<file path="config.mk">
export PLATFORM = sky130hd
export DESIGN_NAME = acqrs_top
export DESIGN_NICKNAME = d
export VERILOG_FILES = /design/src/core/acqrs_pkg.sv /design/src/core/acqrs_top.sv /design/src/core/acqrs_pin_sync.sv
export SDC_FILE = /design/constraint.sdc
export NUM_CORES = 1
export LEC_CHECK = 0
export BUFFER_PORTS_ARGS = -buffer_cell sky130_fd_sc_hd__buf_2
export CAP_MARGIN = 5
export CORE_ASPECT_RATIO = 1.4
export CORE_MARGIN = 3
export CORE_UTILIZATION = 45
export DETAILED_ROUTE_END_ITERATION = 10
export PLACE_DENSITY = 0.67
export SYNTH_ARGS = -nofsm -noshare
export SYNTH_HDL_FRONTEND = slang
export SYNTH_HIERARCHICAL = 1
export SYNTH_SLANG_ARGS = --single-unit
</file>
<file path="constraint.sdc">
create_clock -name clk -period 2.2 [get_ports clk]
set_input_delay 0.33 -clock clk [delete_from_list [all_inputs] [get_ports clk]]
set_output_delay 0.33 -clock clk [all_outputs]
set_load 0.02 [all_outputs]
</file>
<file path="src/core/acqrs_pkg.sv">
// Package with the register map, field layout and reset values of the result and status bank
package acqrs_pkg;
	localparam int ADDR_W = 5;
	localparam int DATA_W = 8;
	localparam int RES_W = 16;

	// Register offsets
	localparam logic [4:0] OFS_CUR_HI = 5'h00;
	localparam logic [4:0] OFS_CUR_LO = 5'h01;
	localparam logic [4:0] OFS_VOLT_HI = 5'h02;
	localparam logic [4:0] OFS_VOLT_LO = 5'h03;
	localparam logic [4:0] OFS_STATUS = 5'h04;
	localparam logic [4:0] OFS_CUR_CTRL = 5'h05;

	// Reset values
	localparam logic [15:0] RES_RST = 16'h0000;
	localparam logic [7:0] STATUS_RST = 8'h00;
	localparam logic [7:0] CUR_CTRL_RST = 8'h45;
	localparam logic [15:0] CIC2_RATIO_RST = 16'h0004;

	// Status bit positions
	localparam int ST_NOM_READY = 7;
	localparam int ST_NORMAL_MEASURE_MODE_TWO_THRESH = 6;
	localparam int ST_STANDBY_MEASURE_MODE_ONE_READY = 5;
	localparam int ST_STANDBY_MEASURE_MODE_TWO_THRESH = 4;
	localparam int ST_ANALOG_POWER_ON_RESET_FLAG = 3;
	localparam int ST_CUR_NEW = 2;
	localparam int ST_VOLT_NEW = 1;
	localparam int ST_RSVD = 0;

	// Current path control fields
	localparam int CTRL_DECIM_BIT = 7;
	localparam int CTRL_CHOP_MSB = 6;
	localparam int CTRL_CHOP_LSB = 5;
	localparam int CTRL_CIC2_MSB = 4;
	localparam int CTRL_CIC2_LSB = 1;
	localparam int CTRL_SAT_MASK_BIT = 0;

	// Command byte fields
	localparam int CMD_READ_BIT = 7;

	// Chopper divider: half periods in oversampling ticks
	localparam logic [1:0] CHOP_ALWAYS_HIGH = 2'h0;
	localparam logic [9:0] CHOP_HALF_DIV256 = 10'h080;
	localparam logic [9:0] CHOP_HALF_DIV512 = 10'h100;
	localparam logic [9:0] CHOP_HALF_DIV1024 = 10'h200;

	// Pin synchroniser reset levels {cs_n, sclk, mosi}
	localparam logic [2:0] PIN_SYNC_RST = 3'h4;
endpackage : acqrs_pkg

</file>
<file path="src/core/acqrs_top.sv">
// Result, status and current path control registers behind the 4-wire serial port
`timescale 1ns/10ps
module acqrs_top (
	input wire logic clk,
	input wire logic sys_rst,
	input wire logic spi_cs_n,
	input wire logic spi_sclk,
	input wire logic spi_mosi,
	output logic spi_miso_o,
	output logic spi_miso_oe,
	input wire logic [15:0] cur_result,
	input wire logic cur_valid,
	input wire logic [15:0] volt_result,
	input wire logic volt_valid,
	input wire logic normal_measure_mode_one_ready,
	input wire logic normal_measure_mode_two_thresh,
	input wire logic standby_measure_mode_one_ready,
	input wire logic standby_measure_mode_two_thresh,
	input wire logic analog_power_on_reset_flag,
	input wire logic oversampling_tick,
	output logic decim_rate_128,
	output logic [1:0] chop_div_sel,
	output logic [3:0] cic2_ratio_code,
	output logic [15:0] cic2_ratio,
	output logic sat_int_mask,
	output logic chopper_clock
);
	////////////////////////////////////////////////////////////////////////////////
	logic [2:0] pins_s;
	logic cs_n_s;
	logic sclk_s;
	logic mosi_s;
	logic sclk_prev_q;
	logic idle_pol_q;
	logic samp_edge;
	logic xfer_edge;
	logic [2:0] bitcnt_q;
	logic cmd_done_q;
	logic rw_q;
	logic [4:0] addr_q;
	logic [7:0] rx_q;
	logic [7:0] rx_byte;
	logic [7:0] tx_q;
	logic miso_q;
	logic byte_done;
	logic fetch_en;
	logic [4:0] fetch_addr;
	logic [7:0] fetch_data;
	logic wr_en;
	logic [15:0] cur_q;
	logic [15:0] volt_q;
	logic [7:0] status_q;
	logic [7:0] status_set;
	logic [7:0] status_clr;
	logic [7:0] ctrl_q;
	logic [7:0] shadow_i_q;
	logic [7:0] shadow_v_q;
	logic shad_i_vld_q;
	logic shad_v_vld_q;
	logic [9:0] chop_cnt_q;
	logic [9:0] chop_half;
	logic chop_q;
	logic [15:0] cic2_ratio_q;

	acqrs_pin_sync #(.W(3), .RST_VAL(acqrs_pkg::PIN_SYNC_RST)) u_sync (
		.clk(clk),
		.sys_rst(sys_rst),
		.pin_in({spi_cs_n, spi_sclk, spi_mosi}),
		.pin_out(pins_s)
	);
	assign cs_n_s = pins_s[2];
	assign sclk_s = pins_s[1];
	assign mosi_s = pins_s[0];

	////////////////////////////////////////////////////////////////////////////////
	// Idle level of sclk at the select edge fixes which edge samples and which shifts
	always_ff @(posedge clk) begin
		if (sys_rst) begin
			sclk_prev_q <= 1'b0;
			idle_pol_q <= 1'b0;
		end else begin
			sclk_prev_q <= sclk_s;
			if (cs_n_s) begin
				idle_pol_q <= sclk_s;
			end
		end
	end

	assign samp_edge = ~cs_n_s & (sclk_s == idle_pol_q) & (sclk_prev_q != idle_pol_q);
	assign xfer_edge = ~cs_n_s & (sclk_s != idle_pol_q) & (sclk_prev_q == idle_pol_q);
	assign rx_byte = {rx_q[6:0], mosi_s};
	assign byte_done = samp_edge & (bitcnt_q == 3'h7);
	assign fetch_en = byte_done & (cmd_done_q ? rw_q : rx_byte[acqrs_pkg::CMD_READ_BIT]);
	assign fetch_addr = cmd_done_q ? 5'(addr_q + 5'h01) : rx_byte[4:0];
	assign wr_en = byte_done & cmd_done_q & ~rw_q;

	////////////////////////////////////////////////////////////////////////////////
	// Frame decode: command byte, then one data byte per address
	always_ff @(posedge clk) begin
		if (sys_rst || cs_n_s) begin
			bitcnt_q <= 3'h0;
			cmd_done_q <= 1'b0;
			rw_q <= 1'b0;
			addr_q <= 5'h00;
			rx_q <= 8'h00;
		end else if (samp_edge) begin
			bitcnt_q <= 3'(bitcnt_q + 3'h1);
			rx_q <= rx_byte;
			if (byte_done) begin
				cmd_done_q <= 1'b1;
				addr_q <= fetch_addr;
				if (!cmd_done_q) begin
					rw_q <= rx_byte[acqrs_pkg::CMD_READ_BIT];
				end
			end
		end
	end

	always_comb begin
		case (fetch_addr)
			acqrs_pkg::OFS_CUR_HI: fetch_data = cur_q[15:8];
			acqrs_pkg::OFS_CUR_LO: fetch_data = shad_i_vld_q ? shadow_i_q : cur_q[7:0];
			acqrs_pkg::OFS_VOLT_HI: fetch_data = volt_q[15:8];
			acqrs_pkg::OFS_VOLT_LO: fetch_data = shad_v_vld_q ? shadow_v_q : volt_q[7:0];
			acqrs_pkg::OFS_STATUS: fetch_data = status_q;
			acqrs_pkg::OFS_CUR_CTRL: fetch_data = ctrl_q;
			default: fetch_data = 8'h00;
		endcase
	end

	// Read data leaves on the edge that moves away from the idle level
	always_ff @(posedge clk) begin
		if (sys_rst || cs_n_s) begin
			tx_q <= 8'h00;
			miso_q <= 1'b0;
		end else if (fetch_en) begin
			tx_q <= fetch_data;
		end else if (xfer_edge && cmd_done_q && rw_q) begin
			miso_q <= tx_q[7];
			tx_q <= {tx_q[6:0], 1'b0};
		end
	end

	assign spi_miso_o = miso_q;
	assign spi_miso_oe = ~cs_n_s & cmd_done_q & rw_q;

	////////////////////////////////////////////////////////////////////////////////
	// Snapshot of the low bytes taken when the high byte is fetched, dropped at frame end
	always_ff @(posedge clk) begin
		if (sys_rst || cs_n_s) begin
			shadow_i_q <= 8'h00;
			shadow_v_q <= 8'h00;
			shad_i_vld_q <= 1'b0;
			shad_v_vld_q <= 1'b0;
		end else if (fetch_en) begin
			if (fetch_addr == acqrs_pkg::OFS_CUR_HI) begin
				shadow_i_q <= cur_q[7:0];
				shad_i_vld_q <= 1'b1;
			end
			if (fetch_addr == acqrs_pkg::OFS_VOLT_HI) begin
				shadow_v_q <= volt_q[7:0];
				shad_v_vld_q <= 1'b1;
			end
		end
	end

	// Result registers are read-only from the port; conversions load them
	always_ff @(posedge clk) begin
		if (sys_rst) begin
			cur_q <= acqrs_pkg::RES_RST;
			volt_q <= acqrs_pkg::RES_RST;
		end else begin
			if (cur_valid) begin
				cur_q <= cur_result;
			end
			if (volt_valid) begin
				volt_q <= volt_result;
			end
		end
	end

	////////////////////////////////////////////////////////////////////////////////
	// Status flags are sticky, cleared by fetching the status byte; a new event wins
	always_comb begin
		status_set = 8'h00;
		status_set[acqrs_pkg::ST_NOM_READY] = normal_measure_mode_one_ready;
		status_set[acqrs_pkg::ST_NORMAL_MEASURE_MODE_TWO_THRESH] = normal_measure_mode_two_thresh;
		status_set[acqrs_pkg::ST_STANDBY_MEASURE_MODE_ONE_READY] = standby_measure_mode_one_ready;
		status_set[acqrs_pkg::ST_STANDBY_MEASURE_MODE_TWO_THRESH] = standby_measure_mode_two_thresh;
		status_set[acqrs_pkg::ST_ANALOG_POWER_ON_RESET_FLAG] = analog_power_on_reset_flag;
		status_set[acqrs_pkg::ST_CUR_NEW] = cur_valid;
		status_set[acqrs_pkg::ST_VOLT_NEW] = volt_valid;
		status_clr = (fetch_en && fetch_addr == acqrs_pkg::OFS_STATUS) ? 8'hff : 8'h00;
	end

	always_ff @(posedge clk) begin
		if (sys_rst) begin
			status_q <= acqrs_pkg::STATUS_RST;
		end else begin
			status_q <= ((status_q & ~status_clr) | status_set) & 8'hfe;
		end
	end

	always_ff @(posedge clk) begin
		if (sys_rst) begin
			ctrl_q <= acqrs_pkg::CUR_CTRL_RST;
		end else if (wr_en && addr_q == acqrs_pkg::OFS_CUR_CTRL) begin
			ctrl_q <= rx_byte;
		end
	end

	assign decim_rate_128 = ctrl_q[acqrs_pkg::CTRL_DECIM_BIT];
	assign chop_div_sel = ctrl_q[acqrs_pkg::CTRL_CHOP_MSB:acqrs_pkg::CTRL_CHOP_LSB];
	assign cic2_ratio_code = ctrl_q[acqrs_pkg::CTRL_CIC2_MSB:acqrs_pkg::CTRL_CIC2_LSB];
	assign sat_int_mask = ctrl_q[acqrs_pkg::CTRL_SAT_MASK_BIT];

	////////////////////////////////////////////////////////////////////////////////
	// Chopper divider counts oversampling ticks and toggles every half period
	always_comb begin
		case (chop_div_sel)
			2'h1: chop_half = acqrs_pkg::CHOP_HALF_DIV256;
			2'h2: chop_half = acqrs_pkg::CHOP_HALF_DIV512;
			default: chop_half = acqrs_pkg::CHOP_HALF_DIV1024;
		endcase
	end

	always_ff @(posedge clk) begin
		if (sys_rst || chop_div_sel == acqrs_pkg::CHOP_ALWAYS_HIGH) begin
			chop_cnt_q <= 10'h000;
			chop_q <= 1'b1;
		end else if (oversampling_tick) begin
			if (chop_cnt_q >= 10'(chop_half - 10'h001)) begin
				chop_cnt_q <= 10'h000;
				chop_q <= ~chop_q;
			end else begin
				chop_cnt_q <= 10'(chop_cnt_q + 10'h001);
			end
		end
	end

	always_ff @(posedge clk) begin
		if (sys_rst) begin
			cic2_ratio_q <= acqrs_pkg::CIC2_RATIO_RST;
		end else begin
			cic2_ratio_q <= 16'(16'h0001 << cic2_ratio_code);
		end
	end

	assign chopper_clock = chop_q;
	assign cic2_ratio = cic2_ratio_q;
endmodule : acqrs_top

</file>
<file path="src/core/acqrs_pin_sync.sv">
// Three-stage pin synchroniser that accepts a change once the last two stages agree
`timescale 1ns/10ps
module acqrs_pin_sync #(
	parameter int W = 3,
	parameter logic [W-1:0] RST_VAL = '0
) (
	input wire logic clk,
	input wire logic sys_rst,
	input wire logic [W-1:0] pin_in,
	output logic [W-1:0] pin_out
);
	logic [W-1:0] s1_q;
	logic [W-1:0] s2_q;
	logic [W-1:0] s3_q;

	always_ff @(posedge clk) begin
		if (sys_rst) begin
			s1_q <= RST_VAL;
			s2_q <= RST_VAL;
			s3_q <= RST_VAL;
		end else begin
			s1_q <= pin_in;
			s2_q <= s1_q;
			s3_q <= s2_q;
		end
	end

	// Per bit so a glitch on one pin does not hold back another
	genvar i;
	generate
		for (i = 0; i < W; i++) begin : g_bit
			logic bit_q;
			always_ff @(posedge clk) begin
				if (sys_rst) begin
					bit_q <= RST_VAL[i];
				end else if (s2_q[i] == s3_q[i]) begin
					bit_q <= s3_q[i];
				end
			end
			assign pin_out[i] = bit_q;
		end
	endgenerate
endmodule : acqrs_pin_sync

</file>
==> results.cfg, run 1 <==
[clocking]
cts_sinks = 132
htree_num_levels = 4
numCtsBuffers = 17
root_buffer = clkbuf_16
clock_path_buffers = 2
clk_latency_ps = 410
clk_pin_slew_ps = 50
cts_hold_buf = 0
cts_tree = built

[sta]
tightest_slew_ps = 594
fin_skew_ps = 8.34
rsz0062_at_grt = false
max_freq_mhz = 489
setup_viol = 0
slew_viol_final = 0
slew_headroom = 0.603
min_period_ps = 2050
finalHoldViolCount = 0
finalCritPeriodShare = 0.930
layout_setup_ws_ps = 155

[status]
status = finished, final reports clean

[critical_path]
path_delay_family = simple AND/OR/NAND/NOR gates
worstSetupEndpointType = register
path_class = register to register
crit_path_max_incr_delay_ps = 600
cp_max_fo = 8
path_cells = ha_2 -> nand3_1 -> xnor2_1 -> a21o_1 -> or4_4 -> o22ai_1
critical_path_required_ps = 2530
start_kind = register
worstPathArrival_ps = 2380
cp_num_buf_inv = 0
cp_slowest_cell = or4_4

[placement]
gp_congestion = 0.877
port-buffer-count = 71
post-place-ws_ps = -47.2
place_hpwl_um = 9410
numPlacedInstances = 791

[synth]
synth_area_leaders = dfxtp_1 (47%), mux2i_1 (15%), nor2_1 (7.1%), a21oi_1 (3.0%), ha_1 (2.2%)
synth_ff_type = dfxtp_1
syn_area_per_cell_um2 = 9.49
yosysSeqAreaShare = 0.474
synth_edf_count = 0
yosysWarnings = 6
synth_top_area_share = 0.474
synthCells = 587
synth_area_leader_cell = dfxtp_1
synth_fp_nets = 642
ys_types = 59
syn_area_um2 = 5570
ys_seq_elements = 132
synthArstFlopShare = 0

[grt]
grt_usage = 0.193
grt_max_degree = 46
antenna_found_initial = 0
grt_pass1_vias = 4302
grt_pass1_wl_um = 20900
grt_overflow = 0

[power_and_ir_drop]
p_per_area_nw_per_um2 = 817
leakagePower_nw = 3.01
power.switching_mw = 1.17
switching_share = 0.212
p_clk_frac = 0.513
power_frac_comb = 0.038
seq_power_share = 0.449
p_int_mw = 4.35
vdd_drop_max_uv = 529

[route]
vias = 4418
first_iter_violations = 210
viasPerCell = 5.36
first_pass_iters = 5
antenna_left = 0
drt_wl_total_um = 12900
wl_per_cell_um = 15.6
drc_errors = 0

[floorplan]
ioPinCount = 72
die_w_um = 100
dieArea_um2 = 13800
start_util = 0.467
die_h_um = 138
core_area_um2 = 11900
rows = 47

[finish]
area_growth_pct = 21.4
final_cells = 824
diodes = 0
fill_cells = 1083
drive_above_1_share = 0.219
nets = 719

[job]
max_cap_violations = 0

[worst_hold_path]
hp-class = primary input to register
[metrics by stage]
step	power (mW)	hold WS [ps]	setup TNS [ps]	cell area [um2]	util
detailed placement	2.75	410	-130	6110	0.511
floorplan	2.66	383	0	5570	-
global route	5.71	109	0	6760	0.566
finish	5.53	110	0	6760	0.566
CTS	5.58	101	0	6730	0.564
global placement	2.74	388	0	6110	0.511
[cell usage in the layout, fill, tap and decap left out, drive strengths merged, types with 2 or more instances in the layout]
cell type	count
nand2b	3
a221o	6
or2	4
a22oi	7
nand3	9
nor2	105
o32ai	2
bufinv	3
clkinv	7
dfxtp	132
mux2i	81
ha	10
clkinvlp	3
o2111ai	2
xor2	11
a21o	2
a21oi	34
nor3b	4
buf	92
a22o	5
o22ai	14
and2	2
nand4	5
nor2b	10
mux2	4
a221oi	2
clkbuf	18
o21ai	16
a31oi	2
and3	9
nand2	31
nor3	9
inv	14
[cell type report]
type	instances	area (um2)	area share
clock buffers	18	439	0.0650
clock inverters	14	160	0.0237
inverters	13	48.8	0.00722
multi-input cells	408	2750	0.406
flip-flops and latches	132	2650	0.391
well taps	147	184	0.0272
repair buffers	92	538	0.0796
[cells by family after synthesis]
logic type | share of synthesized area
AND/OR/NAND/NOR | 0.168
flip-flops | 0.474
AO/OA/AOI/OAI | 0.119
multiplexers | 0.154
buffers and inverters | 0.0424
XOR/XNOR | 0.0189
adder cells (fa/ha/maj) | 0.0225
other | 0.000673
[worst paths after layout]
| check | slack (ps) | cells past startpoint | from | endpoint |
|---|---|---|---|---|
| max reg2reg | 150 | 6 | addr_q[0] | tx_q[7] |
| max | 150 | 6 | addr_q[0] | tx_q[7] |
| min reg2reg | 410 | 1 | u_sync/s1_q[2] | u_sync/s2_q[2] |
| min | 110 | 2 | spi_cs_n | u_sync/s1_q[2] |
[power groups by stage]
stage	Sequential [mW]	Clock, mW	Combinational, mW
floorplan	2.52	0	0.142
global placement	2.53	0	0.207
detailed placement	2.53	0	0.212
CTS	2.48	2.88	0.213
global route	2.49	2.99	0.235
finish	2.48	2.83	0.211
[metal layers]
metal / track usage / wire length [um]
met2: 0.333 / 6480
met5: 0 / 0
met4: 0.0697 / 267
met3: 0.0527 / 757
met1: 0.230 / 5380
[cells in the mapped netlist, drive strengths merged, types with 2 or more instances]
library cell  instances
dfxtp               132
nor2                105
mux2i                81
a21oi                34
nand2                31
clkbuf               18
buf                  16
o21ai                16
o22ai                14
inv                  13
xor2                 11
ha                   10
nor2b                10
and3                  9
nand3                 9
nor3                  9
a22oi                 7
a221o                 6
a22o                  5
nand4                 5
mux2                  4
nor3b                 4
or2                   4
nand2b                3
a21o                  2
a221oi                2
a31oi                 2
and2                  2
o2111ai               2
o32ai                 2
[what timing repair did]
| action | 4_1_cts | 5_1_grt |
|---|---|---|
| buffers inserted | 1 | 0 |
| endpoints found under the setup margin | 14 | 40 |
| resized for setup | 2 | 11 |
| pin swaps | 1 | 0 |
[flip-flops by register name (all words and copies together), names as in the netlist, 5 cells and up]
register    cells
cic2_ratio     16
cur_q          16
volt_q         16
chop_cnt_q     10
ctrl_q          8
shadow_i_q      8
shadow_v_q      8
tx_q            8
rx_q            7
status_q        7
addr_q          5
[worst reg2reg max path: stages (launching register included)]
cell     delay, ps
dfxtp_2        390
ha_2           270
nand3_1        110
xnor2_1        200
a21o_1         220
or4_4          600
o22ai_1        180
(Power assumes the default switching activity.)
==> inputs of run 2 (changes only) <==
Settings changed: REMOVE_ABC_BUFFERS set to 1.
==> run 2 against run 1 <==
Clock skew fell by 0.69 ps. Utilization fell by 0.24 points. Register-to-register slack barely moved. Design area fell by 0.43%. Global-route usage fell by 0.32 points. Clock power barely moved. Combinational power barely moved. Sequential cell count did not move. Cell count fell by 0.12%. Non-clock buffer count did not move. Setup slack barely moved. First-iteration DRC count rose by 3.3%.
==> results.cfg, run 2 (synthesis results as in run 1) <==
[status]
status = finished, final reports clean

[critical_path]
worstPathArrival_ps = 2380
critical_path_required_ps = 2530
rr_worst_depth = 7
cp_max_fo = 9
worstSetupEndpointType = register
start_kind = register
path_class = register to register

[power_and_ir_drop]
vdd_drop_max_uv = 559
leakagePower_nw = 2.99
p_per_area_nw_per_um2 = 825

[floorplan]
start_util = 0.467
rows = 47
die_h_um = 138
dieArea_um2 = 13800
core_area_um2 = 11900
die_w_um = 100
ioPinCount = 72

[placement]
post-place-ws_ps = 42.2
place_hpwl_um = 9280
gp_congestion = 0.814
port-buffer-count = 71
numPlacedInstances = 791
post_dp_cell_area_um2 = 6110

[sta]
min_period_ps = 2050
setup_viol = 0
tightest_slew_ps = 610
slew_headroom = 0.591
max_freq_mhz = 489
rsz0062_at_grt = false
tns_ps = 0
slew_viol_final = 0
finalHoldViolCount = 0
layout_setup_ws_ps = 154
finalCritPeriodShare = 0.930
fin_skew_ps = 7.65

[finish]
area_growth_pct = 20.8
nets = 719
utilization = 0.564
drive_above_1_share = 0.210
diodes = 0
mostFrequentLayoutCell = dfxtp_1
final_cell_mix = dfxtp_1 (131), nor2_1 (105), mux2i_1 (81)
finalInstanceArea_um2 = 6730
fill_cells = 1055
final_cells = 823

[grt]
grt_pass1_vias = 4307
grt_pass1_wl_um = 20700
antenna_found_initial = 0
grt_max_degree = 40
grt_overflow = 0
grt_usage = 0.190

[clocking]
clk_latency_ps = 410
root_buffer = clkbuf_16
clk_pin_slew_ps = 50
clock_path_buffers = 2
cts_hold_buf = 0
numCtsBuffers = 17
cts_sinks = 132
cts_tree = built
htree_num_levels = 4

[route]
vias = 4349
drc_errors = 0
wl_per_cell_um = 15.1
antenna_left = 0
first_iter_violations = 217
first_pass_iters = 5
drt_wl_total_um = 12500
viasPerCell = 5.28

[worst_hold_path]
whs_path_depth = 2
hp-class = primary input to register

[job]
max_cap_violations = 0
==> run 2: worst max-delay path: stages, from the launching register on <==
cell      delay [ps]
dfxtp_1          340
ha_1             150
ha_1             130
nand2b_1          90
o21ba_2          370
nand2_4          110
or4_4            590
o22ai_1          180
==> run 2: routing by layer <==
layer | track usage | vias up | wire (um) | share of wire
met3 | 0.0456 | 16 | 509 | 0.041
met2 | 0.338 | 103 | 6460 | 0.52
met1 | 0.216 | 2018 | 5230 | 0.42
met4 | 0.0801 | 0 | 258 | 0.021
li1 | - | 2212 | - | -
met5 | 0 | - | 0 | 0
==> run 2: stage by stage <==
step,hold WS (ps),total power [mW]
finish,98.8,5.56
global route,102,5.72
CTS,87.0,5.60
detailed placement,401,2.74
global placement,388,2.74
floorplan,383,2.63
==> run 2: layout make-up <==
cell class                      instances  area, um2  area share
Clock buffer                           20        457      0.0678
Clock inverter                         11        151      0.0225
Inverter                               13       48.8     0.00725
Multi-Input combinational cell        408       2710       0.403
Sequential cell                       132       2640       0.393
Tap cell                              147        184      0.0273
Timing Repair Buffer                   92        538      0.0799
==> run 2: path summary, 6_finish.rpt <==
check | from | to | slack [ps]
max | bitcnt_q[0] | tx_q[6] | 150
min reg2reg | u_sync/s1_q[2] | u_sync/s2_q[2] | 410
max reg2reg | bitcnt_q[0] | tx_q[6] | 150
min | spi_cs_n | u_sync/s1_q[2] | 100
==> run 2: repair_timing <==
action | CTS | global route
buffers inserted | 0 | 1
gates resized for setup | 0 | 5
endpoints found under the setup margin | 0 | 33
==> run 2: power by group <==
group | switching (mW) | internal, mW
Sequential | 0.0369 | 2.45
Clock | 1.03 | 1.84
Combinational | 0.102 | 0.106
Total | 1.16 | 4.39
